<file path="src/ctm_pkg.sv">
// Package for the compact timer output compare block
package ctm_pkg;
   // Register byte addresses (APB word aligned)
   localparam logic [7:0] CTM_ADDR_CTRL0 = 8'h00;
   localparam logic [7:0] CTM_ADDR_CTRL1 = 8'h04;
   localparam logic [7:0] CTM_ADDR_CNT_LO = 8'h08;
   localparam logic [7:0] CTM_ADDR_CNT_HI = 8'h0C;
   localparam logic [7:0] CTM_ADDR_CMPA_LO = 8'h10;
   localparam logic [7:0] CTM_ADDR_CMPA_HI = 8'h14;
   localparam logic [7:0] CTM_ADDR_PERIOD = 8'h18;
   localparam logic [7:0] CTM_ADDR_STATUS = 8'h1C;
   // Field positions in timer_ctrl_second
   localparam int CTM_BIT_MODE_HI = 7;
   localparam int CTM_BIT_MODE_LO = 6;
   localparam int CTM_BIT_ACT_HI = 5;
   localparam int CTM_BIT_ACT_LO = 4;
   localparam int CTM_BIT_INIT = 3;
   localparam int CTM_BIT_INV = 2;
   localparam int CTM_BIT_SWAP = 1;
   localparam int CTM_BIT_CLR = 0;
   // Field position of counter_on in the first control register
   localparam int CTM_BIT_ON = 3;
   // Reset values and counter constants
   localparam logic [7:0] CTM_RST_BYTE = 8'h00;
   localparam logic [15:0] CTM_RST_WORD = 16'h0000;
   localparam logic [15:0] CTM_CNT_MAX = 16'hFFFF;
   localparam logic [15:0] CTM_CNT_ONE = 16'h0001;
   // Timer clock enable divider, cycles of pclk per timer tick
   localparam int CTM_TICK_DIV = 1;
   // Operating modes
   typedef enum logic [1:0] {
      CTM_MODE_CMP = 2'b00,
      CTM_MODE_UNDEF = 2'b01,
      CTM_MODE_PWM = 2'b10,
      CTM_MODE_TMR = 2'b11
   } ctm_mode_e;
   // Output actions
   localparam logic [1:0] CTM_ACT_00 = 2'b00;
   localparam logic [1:0] CTM_ACT_01 = 2'b01;
   localparam logic [1:0] CTM_ACT_10 = 2'b10;
   localparam logic [1:0] CTM_ACT_11 = 2'b11;
   // Second control register fields
   typedef struct packed {
      ctm_mode_e operating_mode_sel;
      logic [1:0] output_action_sel;
      logic output_initial_level;
      logic output_invert;
      logic period_duty_swap;
      logic clear_source_sel;
   } ctm_ctrl_s;
   // Bus slave states
   typedef enum logic [1:0] {
      CTM_BUS_IDLE = 2'b01,
      CTM_BUS_DONE = 2'b10
   } ctm_bus_e;
endpackage : ctm_pkg

</file>
<file path="src/ctm_timer.sv">
// Compact timer output compare block with APB register slave
//
// Design decisions made here: register access over APB and the address map.
`timescale 1ns/10ps
`default_nettype none
module ctm_timer (
   // Clock and reset
   input wire logic pclk,
   input wire logic presetn,
   // APB slave
   input wire logic psel,
   input wire logic penable,
   input wire logic pwrite,
   input wire logic [7:0] paddr,
   input wire logic [31:0] pwdata,
   output logic [31:0] prdata,
   output logic pready,
   output logic pslverr,
   // Timer output pin
   output logic timer_output_pin
);
   import ctm_pkg::*;

   logic [7:0] ctrl0_ff, nxt_ctrl0;
   ctm_ctrl_s ctrl_ff, nxt_ctrl;
   logic [15:0] cmpa_ff, nxt_cmpa;
   logic [7:0] period_ff, nxt_period;
   logic [7:0] buf_ff, nxt_buf;
   logic on_d_ff;
   logic pin_ff, nxt_pin;
   logic out_ff, nxt_out;
   logic [31:0] rdata_ff, nxt_rdata;
   logic ready_ff, nxt_ready;
   logic err_ff, nxt_err;
   ctm_bus_e bus_ff, nxt_bus;
   logic [15:0] count;
   logic tick;
   logic counter_on, on_rise;
   logic match_a, match_p, clr;
   logic [15:0] period_full;
   logic duty_on, pwm_level;
   logic access, wr, rd, addr_ok;

   // Counter-on and its edge
   assign counter_on = ctrl0_ff[CTM_BIT_ON];
   assign on_rise = counter_on & ~on_d_ff;

   // Comparators act on the count about to advance
   assign match_a = (count == cmpa_ff);
   // Last count before the upper byte reaches the period value, so N gives N*256 clocks
   assign match_p = (count[15:8] == (period_ff - 8'h01)) && (count[7:0] == CTM_CNT_MAX[7:0]);
   // Period byte times 256, the swapped duty length
   assign period_full = {period_ff, CTM_RST_BYTE};

   // Clear source selection; PWM uses the swap bit, not the clear bit
   always_comb begin
      clr = 1'b0;
      if (ctrl_ff.operating_mode_sel == CTM_MODE_PWM) begin
         if (ctrl_ff.period_duty_swap) begin
            clr = match_a;
         end else begin
            clr = (period_ff != CTM_RST_BYTE) && match_p;
         end
      end else if (ctrl_ff.clear_source_sel) begin
         clr = match_a;
      end else begin
         // Zero period leaves wrap at full count as the clear
         clr = (period_ff != CTM_RST_BYTE) && match_p;
      end
   end

   // PWM duty: count below duty register means active
   always_comb begin
      if (ctrl_ff.period_duty_swap) begin
         duty_on = (period_ff == CTM_RST_BYTE) ? 1'b1 : (count < period_full);
      end else begin
         duty_on = (count < cmpa_ff);
      end
      // Active level from initial-level bit
      pwm_level = duty_on ? ctrl_ff.output_initial_level : ~ctrl_ff.output_initial_level;
   end

   ctm_counter #(
      .WIDTH(16),
      .DIV(CTM_TICK_DIV)
   ) u_counter (
      .pclk(pclk),
      .presetn(presetn),
      .run(counter_on),
      .restart(on_rise),
      .clear(clr),
      .count_ff(count),
      .tick_ff(tick)
   );

   // Pin state machine; compare actions apply on a ticked A match
   always_comb begin
      nxt_pin = pin_ff;
      case (ctrl_ff.operating_mode_sel)
         CTM_MODE_CMP: begin
            if (on_rise) begin
               nxt_pin = ctrl_ff.output_initial_level;
            end else if (!counter_on) begin
               // Stopped: pin keeps whatever the last match left
               nxt_pin = pin_ff;
            end else if (tick && match_a) begin
               case (ctrl_ff.output_action_sel)
                  CTM_ACT_01: nxt_pin = 1'b0;
                  CTM_ACT_10: nxt_pin = 1'b1;
                  CTM_ACT_11: nxt_pin = ~pin_ff;
                  default: nxt_pin = pin_ff;
               endcase
            end
         end
         CTM_MODE_PWM: begin
            case (ctrl_ff.output_action_sel)
               CTM_ACT_00: nxt_pin = ~ctrl_ff.output_initial_level;
               CTM_ACT_01: nxt_pin = ctrl_ff.output_initial_level;
               CTM_ACT_10: nxt_pin = counter_on ? pwm_level : ~ctrl_ff.output_initial_level;
               default: nxt_pin = pin_ff; // Undefined code holds level
            endcase
         end
         default: nxt_pin = 1'b0;
      endcase
      // Invert only in compare and PWM modes; timer and undefined modes drive the output low
      if (ctrl_ff.operating_mode_sel == CTM_MODE_TMR || ctrl_ff.operating_mode_sel == CTM_MODE_UNDEF) begin
         nxt_out = 1'b0;
      end else begin
         nxt_out = nxt_pin ^ ctrl_ff.output_invert;
      end
   end

   // Pin registers; pin level resets low, compare mode loads the initial bit at each start
   always_ff @(posedge pclk or negedge presetn) begin
      if (!presetn) begin
         pin_ff <= 1'b0;
         out_ff <= 1'b0;
         on_d_ff <= 1'b0;
      end else begin
         pin_ff <= nxt_pin;
         out_ff <= nxt_out;
         on_d_ff <= counter_on;
      end
   end
   assign timer_output_pin = out_ff;

   // APB decode
   assign access = psel & penable & ~ready_ff;
   assign wr = access & pwrite;
   assign rd = access & ~pwrite;
   always_comb begin
      case (paddr)
         CTM_ADDR_CTRL0, CTM_ADDR_CTRL1, CTM_ADDR_CNT_LO, CTM_ADDR_CNT_HI,
         CTM_ADDR_CMPA_LO, CTM_ADDR_CMPA_HI, CTM_ADDR_PERIOD, CTM_ADDR_STATUS: addr_ok = 1'b1;
         default: addr_ok = 1'b0;
      endcase
   end

   // Register writes and read side effects
   always_comb begin
      nxt_ctrl0 = ctrl0_ff;
      nxt_ctrl = ctrl_ff;
      nxt_cmpa = cmpa_ff;
      nxt_period = period_ff;
      nxt_buf = buf_ff;
      nxt_rdata = rdata_ff;
      nxt_err = 1'b0;
      if (wr && addr_ok) begin
         case (paddr)
            CTM_ADDR_CTRL0: nxt_ctrl0 = {4'h0, pwdata[CTM_BIT_ON], 3'h0};
            CTM_ADDR_CTRL1: nxt_ctrl = ctm_ctrl_s'(pwdata[7:0]);
            CTM_ADDR_CMPA_LO: nxt_buf = pwdata[7:0];
            CTM_ADDR_CMPA_HI: nxt_cmpa = {pwdata[7:0], buf_ff};
            CTM_ADDR_PERIOD: nxt_period = pwdata[7:0];
            default: nxt_err = 1'b0;
         endcase
      end
      if (rd) begin
         nxt_rdata = 32'h0000_0000;
         case (paddr)
            CTM_ADDR_CTRL0: nxt_rdata = {24'h00_0000, ctrl0_ff};
            CTM_ADDR_CTRL1: nxt_rdata = {24'h00_0000, ctrl_ff};
            CTM_ADDR_CNT_LO: nxt_rdata = {24'h00_0000, buf_ff};
            CTM_ADDR_CNT_HI: begin
               nxt_rdata = {24'h00_0000, count[15:8]};
               nxt_buf = count[7:0];
            end
            CTM_ADDR_CMPA_LO: nxt_rdata = {24'h00_0000, buf_ff};
            CTM_ADDR_CMPA_HI: begin
               nxt_rdata = {24'h00_0000, cmpa_ff[15:8]};
               nxt_buf = cmpa_ff[7:0];
            end
            CTM_ADDR_PERIOD: nxt_rdata = {24'h00_0000, period_ff};
            CTM_ADDR_STATUS: nxt_rdata = {30'h0000_0000, timer_output_pin, counter_on};
            default: nxt_rdata = 32'h0000_0000;
         endcase
      end
      if (access && !addr_ok) begin
         nxt_err = 1'b1;
      end
   end

   // Bus handshake: one wait cycle, then pready for one cycle
   always_comb begin
      nxt_bus = bus_ff;
      nxt_ready = 1'b0;
      case (bus_ff)
         CTM_BUS_IDLE: begin
            if (access) begin
               nxt_bus = CTM_BUS_DONE;
               nxt_ready = 1'b1;
            end
         end
         CTM_BUS_DONE: nxt_bus = CTM_BUS_IDLE;
         default: nxt_bus = CTM_BUS_IDLE;
      endcase
   end

   // Register file and bus registers
   always_ff @(posedge pclk or negedge presetn) begin
      if (!presetn) begin
         ctrl0_ff <= CTM_RST_BYTE;
         ctrl_ff <= ctm_ctrl_s'(CTM_RST_BYTE);
         cmpa_ff <= CTM_RST_WORD;
         period_ff <= CTM_RST_BYTE;
         buf_ff <= CTM_RST_BYTE;
         rdata_ff <= 32'h0000_0000;
         ready_ff <= 1'b0;
         err_ff <= 1'b0;
         bus_ff <= CTM_BUS_IDLE;
      end else begin
         ctrl0_ff <= nxt_ctrl0;
         ctrl_ff <= nxt_ctrl;
         cmpa_ff <= nxt_cmpa;
         period_ff <= nxt_period;
         buf_ff <= nxt_buf;
         rdata_ff <= nxt_rdata;
         ready_ff <= nxt_ready;
         err_ff <= nxt_err;
         bus_ff <= nxt_bus;
      end
   end
   assign prdata = rdata_ff;
   assign pready = ready_ff;
   assign pslverr = err_ff;
endmodule : ctm_timer
`default_nettype wire

</file>
<file path="src/ctm_counter.sv">
// Timer counter with enable divider, clear and overflow
`timescale 1ns/10ps
`default_nettype none
module ctm_counter #(
   parameter int WIDTH = 16,
   parameter int DIV = ctm_pkg::CTM_TICK_DIV
) (
   // Clock and reset
   input wire logic pclk,
   input wire logic presetn,
   // Control
   input wire logic run,
   input wire logic restart,
   input wire logic clear,
   // State
   output logic [WIDTH-1:0] count_ff,
   output logic tick_ff
);
   import ctm_pkg::*;
   logic [7:0] div_ff;
   logic [7:0] nxt_div;
   logic [WIDTH-1:0] nxt_count;
   logic nxt_tick;

   // Divider gives one-cycle tick enables; counter moves on tick only, except restart zeroes it at once
   always_comb begin
      nxt_div = div_ff;
      nxt_tick = 1'b0;
      nxt_count = count_ff;
      if (run) begin
         if (div_ff == 8'(DIV - 1)) begin
            nxt_div = 8'h00;
            nxt_tick = 1'b1;
         end else begin
            nxt_div = div_ff + 8'h01;
         end
      end
      if (restart) begin
         nxt_count = '0;
         nxt_div = 8'h00;
      end else if (run && nxt_tick) begin
         // Clear wins over increment; overflow wraps naturally
         nxt_count = clear ? '0 : count_ff + WIDTH'(1);
      end
   end

   // Registers
   always_ff @(posedge pclk or negedge presetn) begin
      if (!presetn) begin
         div_ff <= 8'h00;
         tick_ff <= 1'b0;
         count_ff <= '0;
      end else begin
         div_ff <= nxt_div;
         tick_ff <= nxt_tick;
         count_ff <= nxt_count;
      end
   end
endmodule : ctm_counter
`default_nettype wire

</file>
<file path="config.mk">
export PLATFORM = sky130hd
export DESIGN_NAME = ctm_timer
export DESIGN_NICKNAME = d
export VERILOG_FILES = /design/src/ctm_pkg.sv /design/src/ctm_timer.sv /design/src/ctm_counter.sv
export SDC_FILE = /design/constraint.sdc
export NUM_CORES = 1
export LEC_CHECK = 0
export BUFFER_PORTS_ARGS = -buffer_cell sky130_fd_sc_hd__buf_2
export CAP_MARGIN = 20
export CORE_AREA = 2 2 174 91
export DETAILED_ROUTE_END_ITERATION = 8
export DIE_AREA = 0 0 176 93
export SLEW_MARGIN = 10
export SYNTH_ARGS = -nofsm -noshare
export SYNTH_HDL_FRONTEND = slang
export SYNTH_SLANG_ARGS = --single-unit
</file>
<file path="constraint.sdc">
create_clock -name pclk -period 5.6 [get_ports pclk]
set_input_delay 0.56 -clock pclk [delete_from_list [all_inputs] [get_ports pclk]]
set_output_delay 0.56 -clock pclk [all_outputs]
set_load 0.02 [all_outputs]
</file>
==> metrics.txt <==
vias in the first global route 3,995; Ports 80; Slew Limit Fails 0; Mapped Cells between 500 and 600; crit end category register; Power Density around 230 nW/um^2; post-synthesis sequential area ratio 39.94%; Worst-path clk slew around 0.06 ns; CP cell instances buf_2 > or4_1 > nor2_1 > and4b_1 > nand2_2 > mux2_2; cts bufs inserted 9; initial drt markers around 330; Hold Vio Cnt, Final 0; Area Overhead vs Synth 11.58%; setup ws final roughly 2.5 ns; clk root buf clkbuf_16; WP buf/inv 1; fmax between 300 and 400 MHz; final setup fails 0; CTS-repair resized insts 0; hold slack final between 0.1 and 0.15 ns; final cell count without fillers 769; Cell Rows 32; TNS Setup 0 ns; pin count of the biggest net entering global routing between 80 and 90; RSZ-0062 raised after global routing no; Hold-fix buffers, CTS 0; Max Cap Violations 0; Top FF cell, synth dfrtp_1; clock sinks 81; final core utilization 37.94%; r2r setup slk 2.48 ns; hpwl dp between 10 and 15 mm; crit path time final ~3.1 ns; CTS max path bufs 2; Initial Util between 30 and 40%; fin nets around 630; DRC 0; DP Cell Count approximately 750; Worst EP required 5.82 ns; die width about 180 um; worst path arrival time 3.37 ns; DIE AREA 16,370 sq um; Peak VDD IR between 0.0001 and 0.00015 V; setup bufs post-CTS 0; Via density 5.549; ratio of cells with drive above 1 in the final layout between 10% and 20%; Post-Syn Area between 5000 and 6000 sq um; critical path startpoint category input port; GP Congestion just over 0.9; total gr overflow 0; YS warnings 0; TritonRoute pass-1 iters 4; syn_area_per_cell 9.440 sq um; via count 4,267; input/output buffers 31; post-synth top area cell dfrtp_1; critical path class in2reg; antenna-violating nets left 0; initial antenna violation count 1; worst-path maximum fanout 18; most common cell in the netlist dfrtp_1; Async SR Flop Fraction 100.0%; Worst Skew between 0.005 and 0.006 ns; post-synth top area share roughly 39%; CTS tree built; Netlist cell types 67; register bit total from synthesis slightly above 80; Post-synth EDFFs 0; leakage power about 2.6 nW; Least-Margin Pin Slew 0.9779 ns; core area about 15,000 sq um; worst skew pair latency between 0.3 and 0.4 ns; fin crit share approximately 56%; Synth area leaders dfrtp_1, ha_1, mux2_2, nand2_1, buf_4; ANT cells 0; Rel. slew slack 34.45%; most frequent cells after synthesis dfrtp_1, nand2_1, inv_1; Top delay family on crit path simple AND/OR/NAND/NOR gates; CTS H-tree lvls 3; Critical Path Max Stage Delay approximately 0.80 ns; status finished clean; total track usage 17.43%; routed len/inst 17.98 um; worst hold-check path type in2async; Placement Setup Slack about 2.2 ns; first-pass GRT wire length about 22 mm; Slowest-stage cell, CP and4b_1; Routed WL 13.83 mm; Chip Height just over 90 um
==> kinds of logic (layout without fill, tap and decap cells) <==
family / Yosys count / count (layout) / share of synthesized area, %
buffers and inverters: 85 / 89 / 8.376
and+or+nand+nor: 166 / 166 / 17.27
AOI/OAI and AO/OA: 126 / 126 / 16.97
other: 1 / 24 / 0.07384
muxes: 42 / 42 / 8.918
adders and majority gates: 28 / 28 / 6.898
DFF: 81 / 81 / 39.94
xor gates and xnor gates: 9 / 9 / 1.552
==> cell usage in the layout, fill, tap and decap left out, drive strengths merged, types with 3 or more instances in the layout <==
cell type and n:
a21oi 17, a221o 5, a22o 5, a22oi 13, a31oi 9, a32o 3
and3 13, buf 35, clkbuf 11, clkinv 3, conb 24, dfrtp 80
ha 28, inv 38, mux2 26, mux2i 16, nand2 52, nand2b 6
nand3 24, nand4 11, nor2 18, nor3 10, nor3b 6, nor4 9
o21a 3, o21ai 37, o22ai 13, or3 3, or4 3, xnor2 7
==> flip-flops by register name (all words and copies together) (netlist names) <==
name	cells
prdata	8
pready	1
u_counter.tick_ff	1
pin_ff	1
on_d_ff	1
ctrl_ff	8
bus_ff	2
period_ff	8
pslverr	1
u_counter.div_ff	8
buf_ff	8
u_counter.count_ff	16
cmpa_ff	16
timer_output_pin	1
ctrl0_ff	1
==> worst reg2reg max path, stage by stage (launching register included) <==
cell	delay, ns
dfrtp_1	0.45
inv_1	0.14
ha_1	0.19
nor3b_1	0.56
nand4_1	0.21
and3b_1	0.23
a32o_1	0.29
o221ai_4	0.22
nand2_1	0.37
o311ai_1	0.37
==> stage by stage <==
| stage | total power, mW | area [sq um] |
|---|---|---|
| finish | 1.293 | 5667 |
| global route | 1.340 | 5667 |
| CTS | 1.307 | 5639 |
| detailed placement | 0.6619 | 5318 |
| global placement | 0.6605 | 5318 |
| floorplan | 0.6454 | 5165 |
==> area by class of cell <==
class                           count  area (sq um)
Fill cell                        1482          9268
Sequential cell                    81          2028
Clock inverter                      5         78.83
Clock buffer                       11         242.7
Tap cell                          204         255.2
Multi-Input combinational cell    395          2711
Inverter                           38         142.6
Timing Repair Buffer               35         207.7
==> path summary, 6_finish.rpt <==
| check | start | to | cells past startpoint |
|---|---|---|---|
| min in group pclk | bus_ff[1] | bus_ff[1] | 1 |
| setup reg to reg | period_ff[1] | u_counter.count_ff[15] | 9 |
| setup / recovery | paddr[1] | cmpa_ff[15] | 6 |
| max in group asynchronous | presetn | u_counter.count_ff[1] | 2 |
| hold reg to reg | bus_ff[1] | bus_ff[1] | 1 |
| hold / removal | presetn | pslverr | 1 |
==> metal layers <==
metal,part of all wire [%],up-vias,global-route usage [%]
met1,51,2121,26.99
met5,0,-,0
met2,38,172,22.77
li1,-,1965,-
met3,10,9,5.935
met4,0.61,0,3.650
==> power by group <==
group	switching [mW]	internal, mW
combinational	0.0468	0.0143
clock	0.238	0.402
sequential	0.00248	0.589
Power figures use the tool's default switching activity.
